==> src/rtl/xfer_pkg.sv <==
package xfer_pkg;
  // register map of the control slave, byte addresses
  localparam logic [7:0] OFS_INSTR  = 8'h00;
  localparam logic [7:0] OFS_EXT    = 8'h04;
  localparam logic [7:0] OFS_CTRL   = 8'h08;
  localparam logic [7:0] OFS_STATUS = 8'h0c;
  localparam logic [7:0] OFS_FLAGS  = 8'h10;
  localparam logic [2:0] GPR_REGION = 3'h1;
  localparam int         CTRL_GO    = 0;
  localparam int         ST_BUSY    = 0;
  localparam int         ST_ILLEGAL = 1;
  localparam int         ST_TAKEN   = 2;
  localparam logic [7:0] FLAGS_RESET = 8'h00;
  localparam logic [15:0] INSTR_RESET = 16'h0000;
  // opcode word fields
  localparam int KIND_HI  = 15;
  localparam int KIND_LO  = 12;
  localparam int SIZE_BIT = 11;
  localparam int DIR_BIT  = 10;
  // operation kinds
  localparam logic [3:0] K_RR        = 4'h0;
  localparam logic [3:0] K_IND       = 4'h1;
  localparam logic [3:0] K_DISP      = 4'h2;
  localparam logic [3:0] K_AUTO      = 4'h3;
  localparam logic [3:0] K_ABS16     = 4'h4;
  localparam logic [3:0] K_IMM16     = 4'h5;
  localparam logic [3:0] K_IMM8      = 4'h6;
  localparam logic [3:0] K_ABS8_LD   = 4'h7;
  localparam logic [3:0] K_ABS8_ST   = 4'h8;
  localparam logic [3:0] K_SYNC      = 4'h9;
  localparam logic [3:0] K_STACK     = 4'ha;
  localparam logic [3:0] K_CCR_STACK = 4'hb;
  localparam logic [3:0] K_BRANCH    = 4'hc;
  // condition_flags_register bit positions
  localparam int FLAG_C = 0;
  localparam int FLAG_V = 1;
  localparam int FLAG_Z = 2;
  localparam int FLAG_N = 3;
  // condition codes of the branch
  localparam logic [3:0] CC_T  = 4'h0, CC_F  = 4'h1, CC_HI = 4'h2, CC_LS = 4'h3;
  localparam logic [3:0] CC_CC = 4'h4, CC_CS = 4'h5, CC_NE = 4'h6, CC_EQ = 4'h7;
  localparam logic [3:0] CC_VC = 4'h8, CC_VS = 4'h9, CC_PL = 4'ha, CC_MI = 4'hb;
  localparam logic [3:0] CC_GE = 4'hc, CC_LT = 4'hd, CC_GT = 4'he, CC_LE = 4'hf;
  localparam logic [2:0] SP_INDEX   = 3'h7;
  localparam logic [7:0] SHORT_PAGE = 8'hff;
  localparam logic [15:0] STEP_BYTE = 16'h0001;
  localparam logic [15:0] STEP_WORD = 16'h0002;
  // slow peripheral clock period in system clocks
  localparam int E_DIV_DEFAULT = 8;
endpackage : xfer_pkg

==> src/rtl/gpr_file.sv <==
`timescale 1ns/1ns
module gpr_file #(
  parameter int W  = 16,
  parameter int AW = 3
) (
  // clock and reset
  input  wire logic          clock,
  input  wire logic          arst_n,
  // read ports, data one clock after the address
  input  wire logic [AW-1:0] ra_addr,
  input  wire logic [AW-1:0] rb_addr,
  output logic      [W-1:0]  ra_data,
  output logic      [W-1:0]  rb_data,
  // write port with half-word enables
  input  wire logic [AW-1:0] wr_addr,
  input  wire logic          wr_hi,
  input  wire logic          wr_lo,
  input  wire logic [W-1:0]  wr_data
);
  localparam int N = 2 ** AW;
  localparam int H = W / 2;

  if (W % 2 != 0 || W < 2) begin : g_bad_width
    $error("gpr_file width must be even");
  end

  logic [W-1:0] regs [N];

  always_ff @(posedge clock or negedge arst_n) begin
    if (!arst_n) begin
      for (int i = 0; i < N; i++) begin
        regs[i] <= '0;
      end
    end else begin
      if (wr_hi) begin
        regs[wr_addr][W-1:H] <= wr_data[W-1:H];
      end
      if (wr_lo) begin
        regs[wr_addr][H-1:0] <= wr_data[H-1:0];
      end
    end
  end

  always_ff @(posedge clock or negedge arst_n) begin
    if (!arst_n) begin
      ra_data <= '0;
      rb_data <= '0;
    end else begin
      ra_data <= regs[ra_addr];
      rb_data <= regs[rb_addr];
    end
  end
endmodule : gpr_file

==> src/rtl/cpu_data_transfer_decode.sv <==
// Contract
// [RULE1] push lowers the stack pointer by two and stores one word register at the new address.
// [RULE2] pop loads one word register from the stack pointer address and then raises the pointer by two.
// [RULE3] move copies register to register, register to memory, memory to register or immediate to register.
// [RULE4] byte and word moves offer direct, indirect, displacement, long absolute, immediate, predec and postinc.
// [RULE5] the short absolute form exists only for byte operands.
// [RULE6] software uses only word size for predecrement or postincrement through the stack pointer register.
// [RULE7] the slow synchronized store writes one byte timed to the slow peripheral clock.
// [RULE8] the slow synchronized load reads one byte timed to the slow peripheral clock.
// [RULE9] the conditional branch carries a condition field that picks the flag test.
// [RULE10] the flags register holds negative, zero, overflow and carry that moves update and branches test.
// [RULE11] displacement and long absolute forms take their value from a second instruction word.
// [RULE12] word accesses force address bit zero low without any error.
// [RULE13] pushing the flags writes two copies in one word and popping ignores the lower byte.
//
// Design decisions made here: the Wishbone slave port and the address map.
`timescale 1ns/1ns
module cpu_data_transfer_decode import xfer_pkg::*; #(
  parameter int E_DIV = E_DIV_DEFAULT
) (
  // clock and reset
  input  wire logic        clock,
  input  wire logic        arst_n,
  // wishbone classic slave
  input  wire logic        wb_cyc_i,
  input  wire logic        wb_stb_i,
  input  wire logic        wb_we_i,
  input  wire logic [7:0]  wb_adr_i,
  input  wire logic [3:0]  wb_sel_i,
  input  wire logic [31:0] wb_dat_i,
  output logic      [31:0] wb_dat_o,
  output logic             wb_ack_o,
  // memory and peripheral bus
  output logic             mem_req,
  output logic             mem_we,
  output logic             mem_word,
  output logic             mem_sync,
  output logic      [15:0] mem_addr,
  output logic      [15:0] mem_wdata,
  input  wire logic [15:0] mem_rdata,
  input  wire logic        mem_ack,
  output logic             e_clock
);
  if (E_DIV < 2 || E_DIV > 256) begin : g_bad_div
    $error("E_DIV must be 2 to 256");
  end
  localparam logic [7:0] E_LAST = 8'(E_DIV - 1);
  localparam logic [7:0] E_HALF = 8'(E_DIV / 2);
  typedef enum logic [6:0] {
    S_IDLE  = 7'b0000001,
    S_READ  = 7'b0000010,
    S_ADDR  = 7'b0000100,
    S_EWAIT = 7'b0001000,
    S_MEM   = 7'b0010000,
    S_WB    = 7'b0100000,
    S_PTR   = 7'b1000000
  } state_t;
  state_t      state;
  logic [15:0] instr, ext, result, ptr, ra_data, rb_data;
  logic [7:0]  flags, e_cnt;
  logic        illegal, taken, pend;
  // bus decode
  wire         bus_wr    = pend & wb_we_i;
  wire         idle      = (state == S_IDLE);
  wire         hit_gpr   = (wb_adr_i[7:5] == GPR_REGION) & (wb_adr_i[1:0] == 2'h0);
  wire  [2:0]  gpr_idx   = wb_adr_i[4:2];
  wire         wr_instr  = bus_wr & idle & (wb_adr_i == OFS_INSTR);
  wire         wr_ext    = bus_wr & idle & (wb_adr_i == OFS_EXT);
  wire         wr_flags  = bus_wr & idle & (wb_adr_i == OFS_FLAGS) & wb_sel_i[0];
  wire         go        = bus_wr & idle & (wb_adr_i == OFS_CTRL) & wb_sel_i[0] & wb_dat_i[CTRL_GO];
  wire         bus_gpr_w = bus_wr & idle & hit_gpr;
  wire  [15:0] ins_next  = {wb_sel_i[1] ? wb_dat_i[15:8] : instr[15:8], wb_sel_i[0] ? wb_dat_i[7:0] : instr[7:0]};
  wire  [15:0] ext_next  = {wb_sel_i[1] ? wb_dat_i[15:8] : ext[15:8], wb_sel_i[0] ? wb_dat_i[7:0] : ext[7:0]};
  wire  [31:0] rd_word   = (wb_adr_i == OFS_INSTR)  ? {16'h0000, instr} :
                           (wb_adr_i == OFS_EXT)    ? {16'h0000, ext} :
                           (wb_adr_i == OFS_STATUS) ? {29'h0, taken, illegal, ~idle} :
                           (wb_adr_i == OFS_FLAGS)  ? {24'h0, flags} :
                           hit_gpr                  ? {16'h0000, ra_data} : 32'h0;

  // instruction decode
  wire  [3:0]  kind      = instr[KIND_HI:KIND_LO];
  wire         is_store  = instr[DIR_BIT];
  wire         short_fmt = (kind == K_IMM8) | (kind == K_ABS8_LD) | (kind == K_ABS8_ST);
  wire  [3:0]  rn4       = short_fmt ? instr[11:8] : instr[3:0];
  wire         stack_k   = (kind == K_STACK) | (kind == K_CCR_STACK);
  wire         byte_only = short_fmt | (kind == K_SYNC);                            // [RULE5]
  wire         word_op   = stack_k | (kind == K_IMM16) | (~byte_only & instr[SIZE_BIT]);
  wire  [2:0]  base_idx  = stack_k ? SP_INDEX : instr[6:4];
  wire         ptr_k     = stack_k | (kind == K_AUTO);
  wire         reg_only  = (kind == K_RR) | (kind == K_IMM8) | (kind == K_IMM16);
  wire         load_op   = (kind == K_ABS8_LD) | (~is_store & (kind != K_ABS8_ST));
  wire         legal     = (kind <= K_BRANCH);
  wire  [15:0] step      = word_op ? STEP_WORD : STEP_BYTE;
  wire  [7:0]  ra_byte   = instr[7] ? ra_data[7:0] : ra_data[15:8];
  wire  [7:0]  rb_byte   = rn4[3] ? rb_data[7:0] : rb_data[15:8];
  // effective address for every mode
  wire  [15:0] ea_raw    = (kind == K_DISP)                         ? 16'(ra_data + ext) : // [RULE4] [RULE11]
                           (kind == K_ABS16) | (kind == K_SYNC)     ? ext :                // [RULE11]
                           (kind == K_ABS8_LD) | (kind == K_ABS8_ST) ? {SHORT_PAGE, instr[7:0]} :
                           (ptr_k & is_store)                       ? 16'(ra_data - step) : // [RULE1]
                           ra_data;                                                        // [RULE2]
  wire  [15:0] ea        = word_op ? {ea_raw[15:1], 1'b0} : ea_raw;                        // [RULE12]
  wire  [15:0] ptr_next  = is_store ? 16'(ra_data - step) : 16'(ra_data + step);           // [RULE1] [RULE2]
  wire  [15:0] st_data   = (kind == K_CCR_STACK) ? {flags, flags} :                        // [RULE13]
                           word_op ? rb_data : {rb_byte, rb_byte};
  wire  [15:0] mv_data   = (kind == K_IMM16) ? ext :                                       // [RULE3]
                           (kind == K_IMM8)  ? {8'h00, instr[7:0]} :
                           word_op ? ra_data : {8'h00, ra_byte};
  wire  [15:0] ld_data   = word_op ? mem_rdata : {8'h00, mem_rdata[7:0]};
  wire         mem_done  = mem_sync ? (e_cnt == E_LAST) : mem_ack;                         // [RULE7] [RULE8]
  wire         ccr_pop   = (kind == K_CCR_STACK) & ~is_store;
  // register file access, the bus only touches it while idle
  wire  [2:0]  ra_addr   = idle ? gpr_idx : base_idx;
  wire         wb_byte   = ~word_op & (state == S_WB);
  wire         wr_hi     = bus_gpr_w ? wb_sel_i[1] : (state == S_PTR) | (state == S_WB & (word_op | ~rn4[3]));
  wire         wr_lo     = bus_gpr_w ? wb_sel_i[0] : (state == S_PTR) | (state == S_WB & (word_op | rn4[3]));
  wire  [2:0]  wr_addr   = bus_gpr_w ? gpr_idx : (state == S_PTR) ? base_idx : rn4[2:0];
  wire  [15:0] wr_data   = bus_gpr_w ? wb_dat_i[15:0] : (state == S_PTR) ? ptr :
                           wb_byte ? {result[7:0], result[7:0]} : result;
  // flag update for moves
  wire         fl_move   = (state == S_WB) | (state == S_MEM & mem_done & mem_we & ~stack_k) |
                           (state == S_MEM & mem_done & mem_we & kind == K_STACK);
  wire  [15:0] fl_src    = (state == S_WB) ? result : mem_wdata;
  wire         fl_neg    = word_op ? fl_src[15] : fl_src[7];
  wire         fl_zero   = word_op ? (fl_src == 16'h0000) : (fl_src[7:0] == 8'h00);
  function automatic logic cc_true(input logic [3:0] cc, input logic [7:0] f);
    logic n, z, v, c;
    {n, z, v, c} = {f[FLAG_N], f[FLAG_Z], f[FLAG_V], f[FLAG_C]};
    unique case (cc)
      CC_T:  cc_true = 1'b1;
      CC_F:  cc_true = 1'b0;
      CC_HI: cc_true = ~(c | z);
      CC_LS: cc_true = c | z;
      CC_CC: cc_true = ~c;
      CC_CS: cc_true = c;
      CC_NE: cc_true = ~z;
      CC_EQ: cc_true = z;
      CC_VC: cc_true = ~v;
      CC_VS: cc_true = v;
      CC_PL: cc_true = ~n;
      CC_MI: cc_true = n;
      CC_GE: cc_true = ~(n ^ v);
      CC_LT: cc_true = n ^ v;
      CC_GT: cc_true = ~(z | (n ^ v));
      CC_LE: cc_true = z | (n ^ v);
    endcase
  endfunction : cc_true

  gpr_file #(.W(16), .AW(3)) u_gpr (
    .clock   (clock),
    .arst_n  (arst_n),
    .ra_addr (ra_addr),
    .rb_addr (rn4[2:0]),
    .ra_data (ra_data),
    .rb_data (rb_data),
    .wr_addr (wr_addr),
    .wr_hi   (wr_hi),
    .wr_lo   (wr_lo),
    .wr_data (wr_data)
  );

  // slave answers on the second edge so register-file reads can settle
  always_ff @(posedge clock or negedge arst_n) begin
    if (!arst_n) begin
      pend     <= 1'b0;
      wb_ack_o <= 1'b0;
      wb_dat_o <= 32'h0;
    end else begin
      pend     <= wb_cyc_i & wb_stb_i & ~pend & ~wb_ack_o;
      wb_ack_o <= pend;
      if (pend) begin
        wb_dat_o <= rd_word;
      end
    end
  end

  always_ff @(posedge clock or negedge arst_n) begin
    if (!arst_n) begin
      instr <= INSTR_RESET;
      ext   <= INSTR_RESET;
    end else begin
      if (wr_instr) instr <= ins_next;
      if (wr_ext) ext <= ext_next;
    end
  end

  always_ff @(posedge clock or negedge arst_n) begin
    if (!arst_n) begin
      flags <= FLAGS_RESET;
    end else if (wr_flags) begin
      flags <= wb_dat_i[7:0];
    end else if (state == S_MEM && mem_done && ccr_pop) begin
      flags <= mem_rdata[15:8];                                                   // [RULE13]
    end else if (fl_move) begin
      flags[FLAG_N] <= fl_neg;                                                    // [RULE10]
      flags[FLAG_Z] <= fl_zero;
      flags[FLAG_V] <= 1'b0;
    end
  end

  // free-running slow peripheral clock
  always_ff @(posedge clock or negedge arst_n) begin
    if (!arst_n) begin
      e_cnt   <= 8'h00;
      e_clock <= 1'b0;
    end else begin
      e_cnt   <= (e_cnt == E_LAST) ? 8'h00 : 8'(e_cnt + 8'h01);
      e_clock <= (e_cnt >= E_HALF);
    end
  end

  always_ff @(posedge clock or negedge arst_n) begin
    if (!arst_n) begin
      illegal <= 1'b0;
      taken   <= 1'b0;
    end else if (go) begin
      illegal <= ~legal;
      taken   <= (kind == K_BRANCH) & cc_true(instr[3:0], flags);                   // [RULE9]
    end
  end

  always_ff @(posedge clock or negedge arst_n) begin
    if (!arst_n) begin
      state     <= S_IDLE;
      result    <= 16'h0000;
      ptr       <= 16'h0000;
      mem_req   <= 1'b0;
      mem_we    <= 1'b0;
      mem_word  <= 1'b0;
      mem_sync  <= 1'b0;
      mem_addr  <= 16'h0000;
      mem_wdata <= 16'h0000;
    end else begin
      unique case (state)
        S_IDLE: if (go && legal && kind != K_BRANCH) state <= S_READ;
        S_READ: state <= S_ADDR;
        S_ADDR: begin
          result <= mv_data;
          ptr    <= ptr_next;
          if (reg_only) begin
            state <= S_WB;                                                       // [RULE3]
          end else begin
            mem_addr  <= ea;
            mem_we    <= ~load_op;
            mem_word  <= word_op;
            mem_wdata <= st_data;
            mem_sync  <= (kind == K_SYNC);                                        // [RULE7] [RULE8]
            mem_req   <= (kind != K_SYNC);
            state     <= (kind == K_SYNC) ? S_EWAIT : S_MEM;
          end
        end
        S_EWAIT: if (e_cnt == E_LAST) begin
          mem_req <= 1'b1;
          state   <= S_MEM;
        end
        S_MEM: if (mem_done) begin
          mem_req  <= 1'b0;
          mem_sync <= 1'b0;
          result   <= ld_data;
          state    <= (load_op && !ccr_pop) ? S_WB : ptr_k ? S_PTR : S_IDLE;
        end
        S_WB: state <= ptr_k ? S_PTR : S_IDLE;                                     // [RULE2]
        S_PTR: state <= S_IDLE;
      endcase
    end
  end
endmodule : cpu_data_transfer_decode

==> config.mk <==
export PLATFORM = sky130hd
export DESIGN_NAME = cpu_data_transfer_decode
export DESIGN_NICKNAME = d
export VERILOG_FILES = /design/src/rtl/xfer_pkg.sv /design/src/rtl/gpr_file.sv /design/src/rtl/cpu_data_transfer_decode.sv
export SDC_FILE = /design/constraint.sdc
export NUM_CORES = 1
export LEC_CHECK = 0
export BUFFER_PORTS_ARGS = -buffer_cell sky130_fd_sc_hd__buf_2
export CAP_MARGIN = 10
export CORE_ASPECT_RATIO = 0.7
export CORE_UTILIZATION = 35
export CTS_CLUSTER_DIAMETER = 120
export CTS_CLUSTER_SIZE = 12
export DETAILED_ROUTE_END_ITERATION = 6
export SLEW_MARGIN = 20
export SYNTH_ARGS = -nofsm -noshare
export SYNTH_HDL_FRONTEND = slang
export SYNTH_HIERARCHICAL = 1
export SYNTH_SLANG_ARGS = --single-unit
==> constraint.sdc <==
create_clock -name clock -period 4.8 [get_ports clock]
set_input_delay 1.44 -clock clock [delete_from_list [all_inputs] [get_ports clock]]
set_output_delay 1.44 -clock clock [all_outputs]
set_load 0.02 [all_outputs]
### Word-level counts from Yosys, hierarchy flattened

Cells that the tools add are included.

| storage, ports and cells | value |
|---|---|
| logic and storage cells | 254 |
| bits in registers | 320 |
| input bits | 66 |
| output and inout port bits | 70 |

| cells by class | value |
|---|---|
| add/subtract/negate cells | 4 |
| bitwise logic cells | 68 |
| reduce and logical (&&, ||, !) cells | 26 |
| $lt $le $gt $ge | 6 |
| muxes and demuxes | 72 |
| equality and inequality tests | 46 |

Operators with widths:

| cell | count |
|---|---|
| 16-bit two-way mux | 26 |
| 128-bit bitwise mux | 2 |
| 128-bit two-way mux | 2 |
| 16-bit binary-select mux with 3-bit select | 2 |
| 16-bit demux with 3-bit select | 2 |
| 4-bit == test, second input constant | 13 |
| 7-bit case mux with 7 select lines | 1 |
| 8-bit two-way mux | 5 |
| 7-bit two-way mux | 5 |
| 4-bit by 3-bit == test with 1-bit output, second input constant | 8 |
| 16-bit case mux with 2 select lines | 1 |
| 1-bit AND | 26 |
| 1-bit bitwise OR | 20 |
| 3-bit two-way mux | 6 |
| 1-bit inverter | 18 |
| 16-bit adder | 1 |
| 16-bit by 2-bit adder with 16-bit output | 1 |
| 4-bit by 2-bit == test with 1-bit output, second input constant | 4 |
| 8-bit by 3-bit == test with 1-bit output, second input constant | 2 |
| 8-bit by 4-bit == test with 1-bit output, second input constant | 2 |
| 16-bit zero test | 1 |
| 8-bit zero test | 2 |
| 1-bit case mux with 16 select lines | 1 |
| 16-bit by 2-bit subtractor with 16-bit output | 1 |
| 36 further kinds | 70 |

### Depth between registers and ports, before layout

Gate-level depths: netlist (run 1).

| depth | value |
|---|---|
| word-level depth | 16 |
| gate-level depth with buffers | 16 |
| mapped depth without buffers | 13 |

### Modules after synthesis

The synthesis (run 1) kept the hierarchy.

Modules (own cells, without submodules):

| module | cells an instance | area an instance (sq um) | instances | seq. area each (sq um) |
|---|---|---|---|---|
| cpu_data_transfer_decode | 1185 | 10189.8 | 1 | 3604.7 |
| gpr_file | 429 | 7887.6 | 1 | 4003.8 |

### Least setup slack after synthesis (run 1)

OpenSTA, ideal clock, no wires.

| path | value |
|---|---|
| path kind | input-to-reg |
| start point | input port wb_adr_i[1] |
| end point | register u_gpr/regs[112] (netlist name) |
| data arrival time | 3.762 ns |
| setup slack | 0.913 ns |
| setup time | 0.125 ns |
| required time | 4.675 ns |
| cell stages on the path | 10 |
| buffers on the path | 4 |
| path through | nor2_1 -> and3_1 -> clkbuf_1 -> and4_1 -> clkbuf_1 -> buf_2 -> o21ai_0 -> buf_6 -> nor4b_4 -> mux2_2 |

| between the ends | value |
|---|---|
| longest elaborated chain between the ends | 11 |
| elaborated cells between the ends (all ways) | 18 |
| classes of those cells | 2 x order compare; 11 x mux; 3 x bitwise; 2 x reduce/logical |

Ends and longest elaborated chain:

| item | RTL line | RTL |
|---|---|---|
| from (decl) | cpu_data_transfer_decode.sv:28 | `input wire logic [7:0] wb_adr_i,` |
| 2-bit zero test * | cpu_data_transfer_decode.sv:65 | `wire hit_gpr = (wb_adr_i[7:5] == GPR_REGION) & (wb_adr_i[1:0] == 2'h0);` |
| 1-bit AND * | cpu_data_transfer_decode.sv:65 |  |
| 1-bit AND * | cpu_data_transfer_decode.sv:71 | `wire bus_gpr_w = bus_wr & idle & hit_gpr;` |
| 3-bit two-way mux * | cpu_data_transfer_decode.sv:117 | `wire [2:0] wr_addr = bus_gpr_w ? gpr_idx : (state == S_PTR) ? base_idx : rn4[2:0];` |
| net wr_addr[0] | cpu_data_transfer_decode.sv:117 |  |
| 3-bit inverter with 4-bit output (not written as such) * | gpr_file.sv:36, gpr_file.sv:39 |  |
| 4-bit greater-or-equal comparator (not written as such) / 4-bit by 1-bit less-than comparator with 1-bit output (equally long branches) | gpr_file.sv:39 | `regs[wr_addr][H-1:0] <= wr_data[H-1:0];` |
| 1-bit logical AND (not written as such) | gpr_file.sv:39 |  |
| 8-bit two-way mux (not written as such) | gpr_file.sv:39 |  |
| 16-bit demux with 3-bit select | gpr_file.sv:39 |  |
| 128-bit bitwise mux | gpr_file.sv:39 |  |
| 128-bit two-way mux * | gpr_file.sv:38 | `if (wr_lo) begin` |
| to (signal, indexed assignment) | gpr_file.sv:36 | `regs[wr_addr][W-1:H] <= wr_data[W-1:H];` |
| to (signal, indexed assignment) | gpr_file.sv:39 |  |
| to (decl) | gpr_file.sv:27 | `logic [W-1:0] regs [N];` |

The timed path passes the listed nets; every way through them passes the cells marked *.
A chain may end at the register's enable or synchronous reset.

### Worst setup path in the final report (run 1)

| path | value |
|---|---|
| start point | register instr[14] |
| end point | register mem_addr[12] |

| between the ends | value |
|---|---|
| longest elaborated chain between the ends | 13 |
| elaborated cells between the ends (all ways) | 33 |
| classes of those cells | 1 x add/sub; 10 x eq/ne; 5 x mux; 15 x bitwise; 2 x reduce/logical |

Ends and longest elaborated chain:

| item | RTL line | RTL |
|---|---|---|
| from (decl) | cpu_data_transfer_decode.sv:59 | `logic [15:0] instr, ext, result, ptr, ra_data, rb_data;` |
| from (signal assigned) | cpu_data_transfer_decode.sv:182 | `if (wr_instr) instr <= ins_next;` |
| 4-bit by 3-bit == test with 1-bit output (on tied branches) | cpu_data_transfer_decode.sv:83, cpu_data_transfer_decode.sv:90, cpu_data_transfer_decode.sv:99 |  |
| 1-bit bitwise OR (2 in a row) | cpu_data_transfer_decode.sv:83 | `wire short_fmt = (kind == K_IMM8) \| (kind == K_ABS8_LD) \| (kind == K_ABS8_ST);` |
| 1-bit bitwise OR | cpu_data_transfer_decode.sv:86 | `wire byte_only = short_fmt \| (kind == K_SYNC);` |
| 1-bit inverter | cpu_data_transfer_decode.sv:87 | `wire word_op = stack_k \| (kind == K_IMM16) \| (~byte_only & instr[SIZE_BIT]);` |
| 1-bit AND | cpu_data_transfer_decode.sv:87 |  |
| 1-bit bitwise OR | cpu_data_transfer_decode.sv:87 |  |
| 2-bit two-way mux | cpu_data_transfer_decode.sv:93 | `wire [15:0] step = word_op ? STEP_WORD : STEP_BYTE;` |
| 16-bit by 2-bit subtractor with 16-bit output | cpu_data_transfer_decode.sv:100 | `(ptr_k & is_store) ? 16'(ra_data - step) :` |
| 16-bit two-way mux | cpu_data_transfer_decode.sv:100 |  |
| 16-bit two-way mux | cpu_data_transfer_decode.sv:99 | `(kind == K_ABS8_LD) \| (kind == K_ABS8_ST) ? {SHORT_PAGE, instr[7:0]} :` |
| 16-bit two-way mux | cpu_data_transfer_decode.sv:98 | `(kind == K_ABS16) \| (kind == K_SYNC) ? ext :` |
| 16-bit two-way mux | cpu_data_transfer_decode.sv:97 | `wire [15:0] ea_raw = (kind == K_DISP) ? 16'(ra_data + ext) :` |
| to (signal assigned) | cpu_data_transfer_decode.sv:231 | `mem_addr <= 16'h0000;` |
| to (signal assigned) | cpu_data_transfer_decode.sv:243 | `mem_addr <= ea;` |
| to (decl) | cpu_data_transfer_decode.sv:38 | `output logic [15:0] mem_addr,` |

Several ways; a longest one is shown, not always the timed one.

==> summary.md, run 1 <==
| Metric | Value |
|---|---|
| Status | `finished, final reports clean` |
| Async SR Flop Fraction | `between 90% and 100%` |
| WS Path Type | `flop to flop` |
| Required @ worst endpoint | `5.29 ns` |
| Sequential share of the synthesized area | `between 40% and 50%` |
| Post CTS Setup Buffer Count | `0` |
| Worst skew pair latency | `0.59 ns` |
| Power Total | `6.766 mW` |
| Multi-input logic area | `9858 µm²` |
| Ports | `about 140` |
| DIE HEIGHT | `192.1 µm` |
| CP max-delay cell | `dfrtp_1` |
| RSZ-0062 raised after global routing | `no` |
| Worst Setup Start Kind | `flop` |
| Largest net degree at the start of global routing | `95` |
| # hold bufs at CTS | `0` |
| Post-Place Worst Slack | `0.6255 ns` |
| WHS Path Cells | `1` |
| Share of layout cells above drive strength 1 | `25.41%` |
| # nets final | `~1800` |
| Via Count | `14300` |
| Final Skew | `0.02577 ns` |
| Grt total ovfl | `0` |
| Fillers | `4943` |
| CP bufs+invs | `2` |
| Min Hold Slack | `0.4387 ns` |
| Max-Slew Margin vs Limit | `12.93%` |
| Crit path max fanout | `18` |
| MaxCap Viol Count | `0` |
| Crit-path most repeated cell | `ha_1` |
| Distinct cells, synth | `97` |
| Cell count after synthesis | `~1600` |
| CP arrival | `4.61 ns` |
| HPWL after DPL | `43780 µm` |
| Pre-Repair DR Iteration Count | `7` |
| Drc violations | `0` |
| Vias in the first global route | `13610` |
| Gpl congestion | `0.9983` |
| Die ar. | `approximately 53000 µm²` |
| Total Routing Usage GR | `a little under a quarter` |
| H-tree levels | `1` |
| Max IR drop VDD | `0.2778 mV` |
| Pwr dens | `337.8 nW/µm²` |
| CP delay by family, top | `simple AND/OR/NAND/NOR gates` |
| Mapped Area | `between 15000 and 20000 µm²` |
| DRT antenna net count | `0` |
| Port Buf Inserts | `101` |
| Critical Path Stages | `13` |
| WL final | `just over 60000 µm` |
| P&R area growth vs syn | `10.79%` |
| Initial antenna violation count | `1` |
| Ys Warns | `6` |
| Clock slew at reported path FFs | `0.07 ns` |
| Peak Freq | `242.9 MHz` |
| Leak | `9.657 nW` |
| # rows | `69` |
| Worst min path class | `flop to flop` |
| Worst R2R Path Depth | `13` |
| Tmin final | `between 4 and 5 ns` |
| Final hold vios | `0` |
| Max-slew violation count | `0` |
| Finished Layout Cells | `2363` |
| Initial drt markers | `1511` |
| PostCTS Resize Cnt | `0` |
| CTS tree | `yes` |
| CP max stage delay | `0.66 ns` |
| Num CTS Buffers | `29` |
| Root Driver | `clkbuf_16` |
| Tcrit/Tclk final | `85.77%` |
| Starting Density | `between 30% and 40%` |
| First-pass GRT wire length | `88730 µm` |
| Final Setup Violations | `0` |
| Top FF cell, synth | `dfrtp_1` |
| Clk sinks | `304` |
| Average cell area after synthesis | `11.20 µm²` |
| Core area | `50850 µm²` |
| Final WS setup | `approximately 0.68 ns` |
| EDFF count, synth | `0` |
| Crit end category | `flop` |
| Placed cell count | `approximately 2300` |
| DR WL/cell | `between 20 and 30 µm` |
| Reg area | `between 7000 and 8000 µm²` |
| Critical-path cell list | `nand2b_2, a22oi_1, o21a_1, inv_2, ha_1, inv_1, ha_1, nand2b_1, or4_1, or3_1, xnor2_1, nor2_1, o31ai_2` |
| TNS Setup | `0 ns` |
| Max Root-Sink Buffers | `3` |
| DR vias/cell | `6.052` |
| Worst Tran Pin Value | `1.296 ns` |
| #FFs+latches synth | `304` |
| Die Span X | `roughly 270 µm` |
-- routing by layer --
metal	vias to the layer above	GRT usage, %	wire (µm)
met5	-	0	0
met4	0	4.856	1113
met3	85	7.926	7175
met2	700	31.07	24090
met1	7288	33.94	27930
li1	6229	-	-
-- kinds of logic (layout without fill, tap and decap cells) --
family	after synthesis	in the layout	share of synthesized area, %
flip-flops	304	304	42.09
AO/OA/AOI/OAI	370	370	13.35
multiplexers	307	307	24.28
AND/OR/NAND/NOR	424	424	12.65
adder cells (fa/ha/maj)	21	21	1.537
other	1	17	0.02074
buffers and inverters	146	205	4.091
XOR/XNOR	41	41	1.986
-- cells in the mapped netlist, drive strengths merged (9+ instances only) --
cell | number | area, µm²
a21o | 33 | 247.7
a21oi | 85 | 425.4
a221oi | 11 | 102.6
a22oi | 17 | 127.6
a31oi | 32 | 200.2
a32oi | 11 | 96.34
and2 | 9 | 56.31
and3 | 13 | 81.33
buf | 64 | 429.2
clkbuf | 62 | 235.2
dfrtp | 303 | 7582
ha | 19 | 237.7
inv | 20 | 75.07
mux2 | 199 | 2297
mux2i | 44 | 440.4
mux4 | 64 | 1652
nand2 | 110 | 427.9
nand2b | 20 | 127.6
nand3 | 41 | 205.2
nor2 | 112 | 451.7
nor3 | 30 | 176.4
nor4 | 18 | 127.6
o21ai | 83 | 415.4
o22ai | 25 | 156.4
or3 | 14 | 92.59
xnor2 | 19 | 166.4
xor2 | 22 | 192.7
-- layout by cell type, fill, tap and decap left out, types with 8 or more instances in the layout --
master     count
o21ai_1        9
clkbuf_16     29
nor3_1        26
nor4_1        17
a21o_1        33
nand2b_1      19
a22oi_1       17
and3_1        13
o22ai_1       25
inv_1         19
mux4_1        56
a221o_1        8
mux2_2       183
nor2_1       109
and2_1         8
a31oi_1       32
buf_2        100
xnor2_1       19
mux2_4        15
mux2i_1       44
ha_1          19
conb_1        16
buf_4         40
nand2_1      108
mux4_2         8
nand3_1       41
dfrtp_1      303
o21ai_0       74
a32oi_1       11
or3_1         13
clkbuf_1      11
xor2_1        22
a21oi_1       82
-- power breakdown --
group	leakage, nW	switching, mW	total [mW]	internal (mW)
sequential	4.11	0.430	3.21	2.78
combinational	5.17	0.901	1.45	0.551
clock	0.379	1.00	2.10	1.10
-- metrics by stage --
stage,area (µm²),utilization [%]
final,20030,39.39
after global routing,20030,39.38
after CTS,20030,39.38
after detailed placement,19240,37.84
after global placement,19240,37.84
after floorplan,18130,-
-- worst paths after layout --
check	startpoint	slack, ns	endpoint
min reg2reg	wb_ack_o	0.44	pend
max	instr[14]	0.68	mem_addr[12]
min in group asynchronous	arst_n	0.86	state[5]
max reg2reg	instr[14]	0.68	mem_addr[12]
max in group asynchronous	arst_n	2.90	u_gpr/ra_data[3]
min	wb_ack_o	0.44	pend
-- worst register-to-register path, delay by kind of cell, from the launching register on --
family / cells / cell delay [ns]
flops: 1 / 0.66
fa+ha+maj: 2 / 0.55
compound gates: 3 / 0.79
simple gates: 5 / 1.76
xor+xnor: 1 / 0.15
buf+inv: 2 / 0.13
-- area by class of cell --
class	instances	area share [%]
multi-input cells	1179	49.22
diodes	1	0.01249
inverters	20	0.3748
flip-flops and latches	304	37.99
well taps	674	4.211
clock buffers	40	3.830
repair buffers	143	4.273
clock inverters	2	0.08746
-- registers in the layout (all words and copies together), names as in the netlist, 7 cells and up --
register,cells
instr,16
u_gpr/ra_data,16
mem_addr,16
ext,16
flags,8
mem_wdata,16
u_gpr/rb_data,16
ptr,16
u_gpr/regs,128
result,16
wb_dat_o,16
e_cnt,8
state,7
Power figures use the tool's default switching activity.
==> run 2: changes to the inputs <==
clock period = 3.8 ns   (was 4.8 ns; I/O delays follow)
==> summary.md, run 2 (synthesis gave the netlist of run 1 again) <==
| Metric | Value |
|---|---|
| Tmin final | `3.582 ns (was 4.117 ns)` |
| Drc violations | `5 (was 0)` |
| Most frequent cells in the layout | `303 x dfrtp_1, 183 x mux2_2, 109 x nor2_1 (unchanged)` |
| Reg2reg setup slack | `0.22 ns (was 0.68 ns)` |
| Worst Tran Pin Value | `1.072 ns (was 1.296 ns)` |
| Via Count | `14450 (was 14300)` |
| WS Path Type | `flop to flop (unchanged)` |
| HPWL after DPL | `46540 µm (was 43780 µm)` |
| Gpl congestion | `0.9853 (was 0.9983)` |
| Share of layout cells above drive strength 1 | `27.24% (was 25.41%)` |
| Crit end category | `flop (unchanged)` |
| Total Routing Usage GR | `24.19% (was 22.75%)` |
| Most flops, register | `u_gpr/regs (unchanged)` |
| Largest net degree at the start of global routing | `87 (was 95)` |
| # rows | `69 (unchanged)` |
| DP Area | `19590 µm² (was 19240 µm²)` |
| Die Span X | `273.6 µm (unchanged)` |
| Initial antenna violation count | `3 (was 1)` |
| Max-Slew Margin vs Limit | `27.81% (was 12.93%)` |
| CP max stage delay | `0.60 ns (was 0.66 ns)` |
| Worst Setup Start Kind | `flop (unchanged)` |
| DRT antenna net count | `0 (unchanged)` |
| Max IR drop VDD | `0.4538 mV (was 0.2778 mV)` |
| Final hold vios | `0 (unchanged)` |
| PostCTS Resize Cnt | `0 (unchanged)` |
| Post CTS Setup Buffer Count | `0 (unchanged)` |
| Min Hold Slack | `0.4581 ns (was 0.4387 ns)` |
| DIE HEIGHT | `192.1 µm (unchanged)` |
| Root Driver | `clkbuf_16 (unchanged)` |
| Worst hold endpoint | `pend (unchanged)` |
| WL final | `63540 µm (was 60310 µm)` |
| # hold bufs at CTS | `0 (unchanged)` |
| Die ar. | `52580 µm² (unchanged)` |
| Crit-path most repeated cell | `ha_1 (unchanged)` |
| Final Skew | `0.03001 ns (was 0.02577 ns)` |
| Required @ worst endpoint | `4.31 ns (was 5.29 ns)` |
| Initial drt markers | `1468 (was 1511)` |
| Grt total ovfl | `0 (unchanged)` |
| # nets final | `1806 (was 1764)` |
| Reg2reg end | `mem_addr[12] (unchanged)` |
| CP bufs+invs | `2 (unchanged)` |
| Power Total | `8.611 mW (was 6.766 mW)` |
| Ports | `136 (unchanged)` |
| DR WL/cell | `26.43 µm (was 25.52 µm)` |
| DR vias/cell | `6.010 (was 6.052)` |
| RSZ-0062 raised after global routing | `no (unchanged)` |
| Most common cell after layout, fill and taps aside | `dfrtp_1 (unchanged)` |
| Max reg flops | `128 (unchanged)` |
| Max-slew violation count | `0 (unchanged)` |
| Worst min path class | `flop to flop (unchanged)` |
| Critical-path cell list | `nand2b_2, a22oi_1, o21a_1, inv_2, ha_1, inv_1, ha_1, nand2b_1, or4_1, or3_1, xnor2_1, nor2_1, o31ai_2 (unchanged)` |
| P&R area growth vs syn | `12.78% (was 10.79%)` |
| Pre-Repair DR Iteration Count | `7 (unchanged)` |
| Final Setup Violations | `0 (unchanged)` |
| Clk sinks | `304 (unchanged)` |
| TNS Setup | `0 ns (unchanged)` |
| Status | `finished, violations left (was finished, final reports clean)` |
| Tcrit/Tclk final | `94.26% (was 85.77%)` |
| Failing checks | `DRC` |
| Hold Startpoint | `wb_ack_o (unchanged)` |
| Max Root-Sink Buffers | `3 (unchanged)` |
| Design area | `20390 µm² (was 20030 µm²)` |
| Core area | `50850 µm² (unchanged)` |
| Num CTS Buffers | `29 (unchanged)` |
| MaxCap Viol Count | `0 (unchanged)` |
| CP max-delay cell | `or4_1 (was dfrtp_1)` |
| WHS Path Cells | `1 (unchanged)` |
| Pwr dens | `422.4 nW/µm² (was 337.8 nW/µm²)` |
| Worst R2R Path Depth | `13 (unchanged)` |
| Worst skew pair latency | `0.60 ns (was 0.59 ns)` |
| Starting Density | `35.55% (unchanged)` |
| H-tree levels | `1 (unchanged)` |
| CP arrival | `4.09 ns (was 4.61 ns)` |
| First-pass GRT wire length | `93380 µm (was 88730 µm)` |
| Port Buf Inserts | `101 (unchanged)` |
| CP delay by family, top | `simple AND/OR/NAND/NOR gates (unchanged)` |
| Peak Freq | `279.2 MHz (was 242.9 MHz)` |
| RR Startpoint | `instr[14] (unchanged)` |
| Leak | `9.875 nW (was 9.657 nW)` |
| Clock slew at reported path FFs | `0.07 ns (about the same)` |
| CTS tree | `yes (unchanged)` |
| Vias in the first global route | `13880 (was 13610)` |
| Crit path max fanout | `8 (was 18)` |
-- run 2: cell count changes in the layout (fill, tap and decap cells not counted) --
cell and change:
inv_6 -1, clkbuf_1 -1, buf_4 +39, buf_12 +3, inv_16 +1
-- run 2: worst reg2reg max path: stages, from the launching register on --
cell and delay, ns:
dfrtp_1 0.47, nand2b_2 0.23, a22oi_1 0.30, o21a_1 0.20, inv_2 0.05, ha_1 0.28, inv_1 0.07, ha_1 0.23
nand2b_1 0.17, or4_1 0.60, or3_1 0.42, xnor2_1 0.17, nor2_1 0.09, o31ai_2 0.23
-- run 2: worst max path at each step --
stage          depth (start not counted)  slack (ns)              end        start
6_report                              13        0.22     mem_addr[12]    instr[14]
5_1_grt                               11        0.06   u_gpr/regs[99]     state[3]
4_1_cts                               13        0.28     mem_addr[12]    instr[14]
3_5_place_dp                          11        0.06  u_gpr/regs[105]  wb_adr_i[1]
3_3_place_gp                          11        0.09  u_gpr/regs[105]  wb_adr_i[1]
2_1_floorplan                         16        0.21     mem_addr[12]    instr[14]
-- run 2: metal layers --
layer | vias to the layer above | wire (µm) | track usage (%)
met5 | - | 73 | 0.9398
li1 | 6307 | - | -
met2 | 674 | 25680 | 33.34
met1 | 7369 | 29760 | 36.37
met4 | 4 | 1291 | 4.985
met3 | 93 | 6732 | 7.601
-- run 2: area by class of cell --
class	instances	area, µm²
diodes	1	2.502
clock buffers	39	763.2
clock inverters	2	28.78
fillers	4894	30460
inverters	20	75.07
multi-input cells	1179	9858
flip-flops and latches	304	7609
well taps	674	843.3
repair buffers	185	1209
-- run 2: where the power goes --
group | internal (mW) | total (mW) | switching [mW]
Sequential | 3.52 | 4.04 | 0.527
Clock | 1.39 | 2.68 | 1.29
Combinational | 0.713 | 1.88 | 1.17
-- run 2: stage by stage --
stage | std cells | utilization (%) | setup slack [ns]
CTS | 2403 | 40.09 | 0.2835
global placement | 2362 | 38.53 | 0.09014
global route | 2403 | 40.09 | 0.05821
detailed placement | 2362 | 38.53 | 0.05859
finish | 2404 | 40.10 | 0.2181
floorplan | 1629 | - | 0.2099
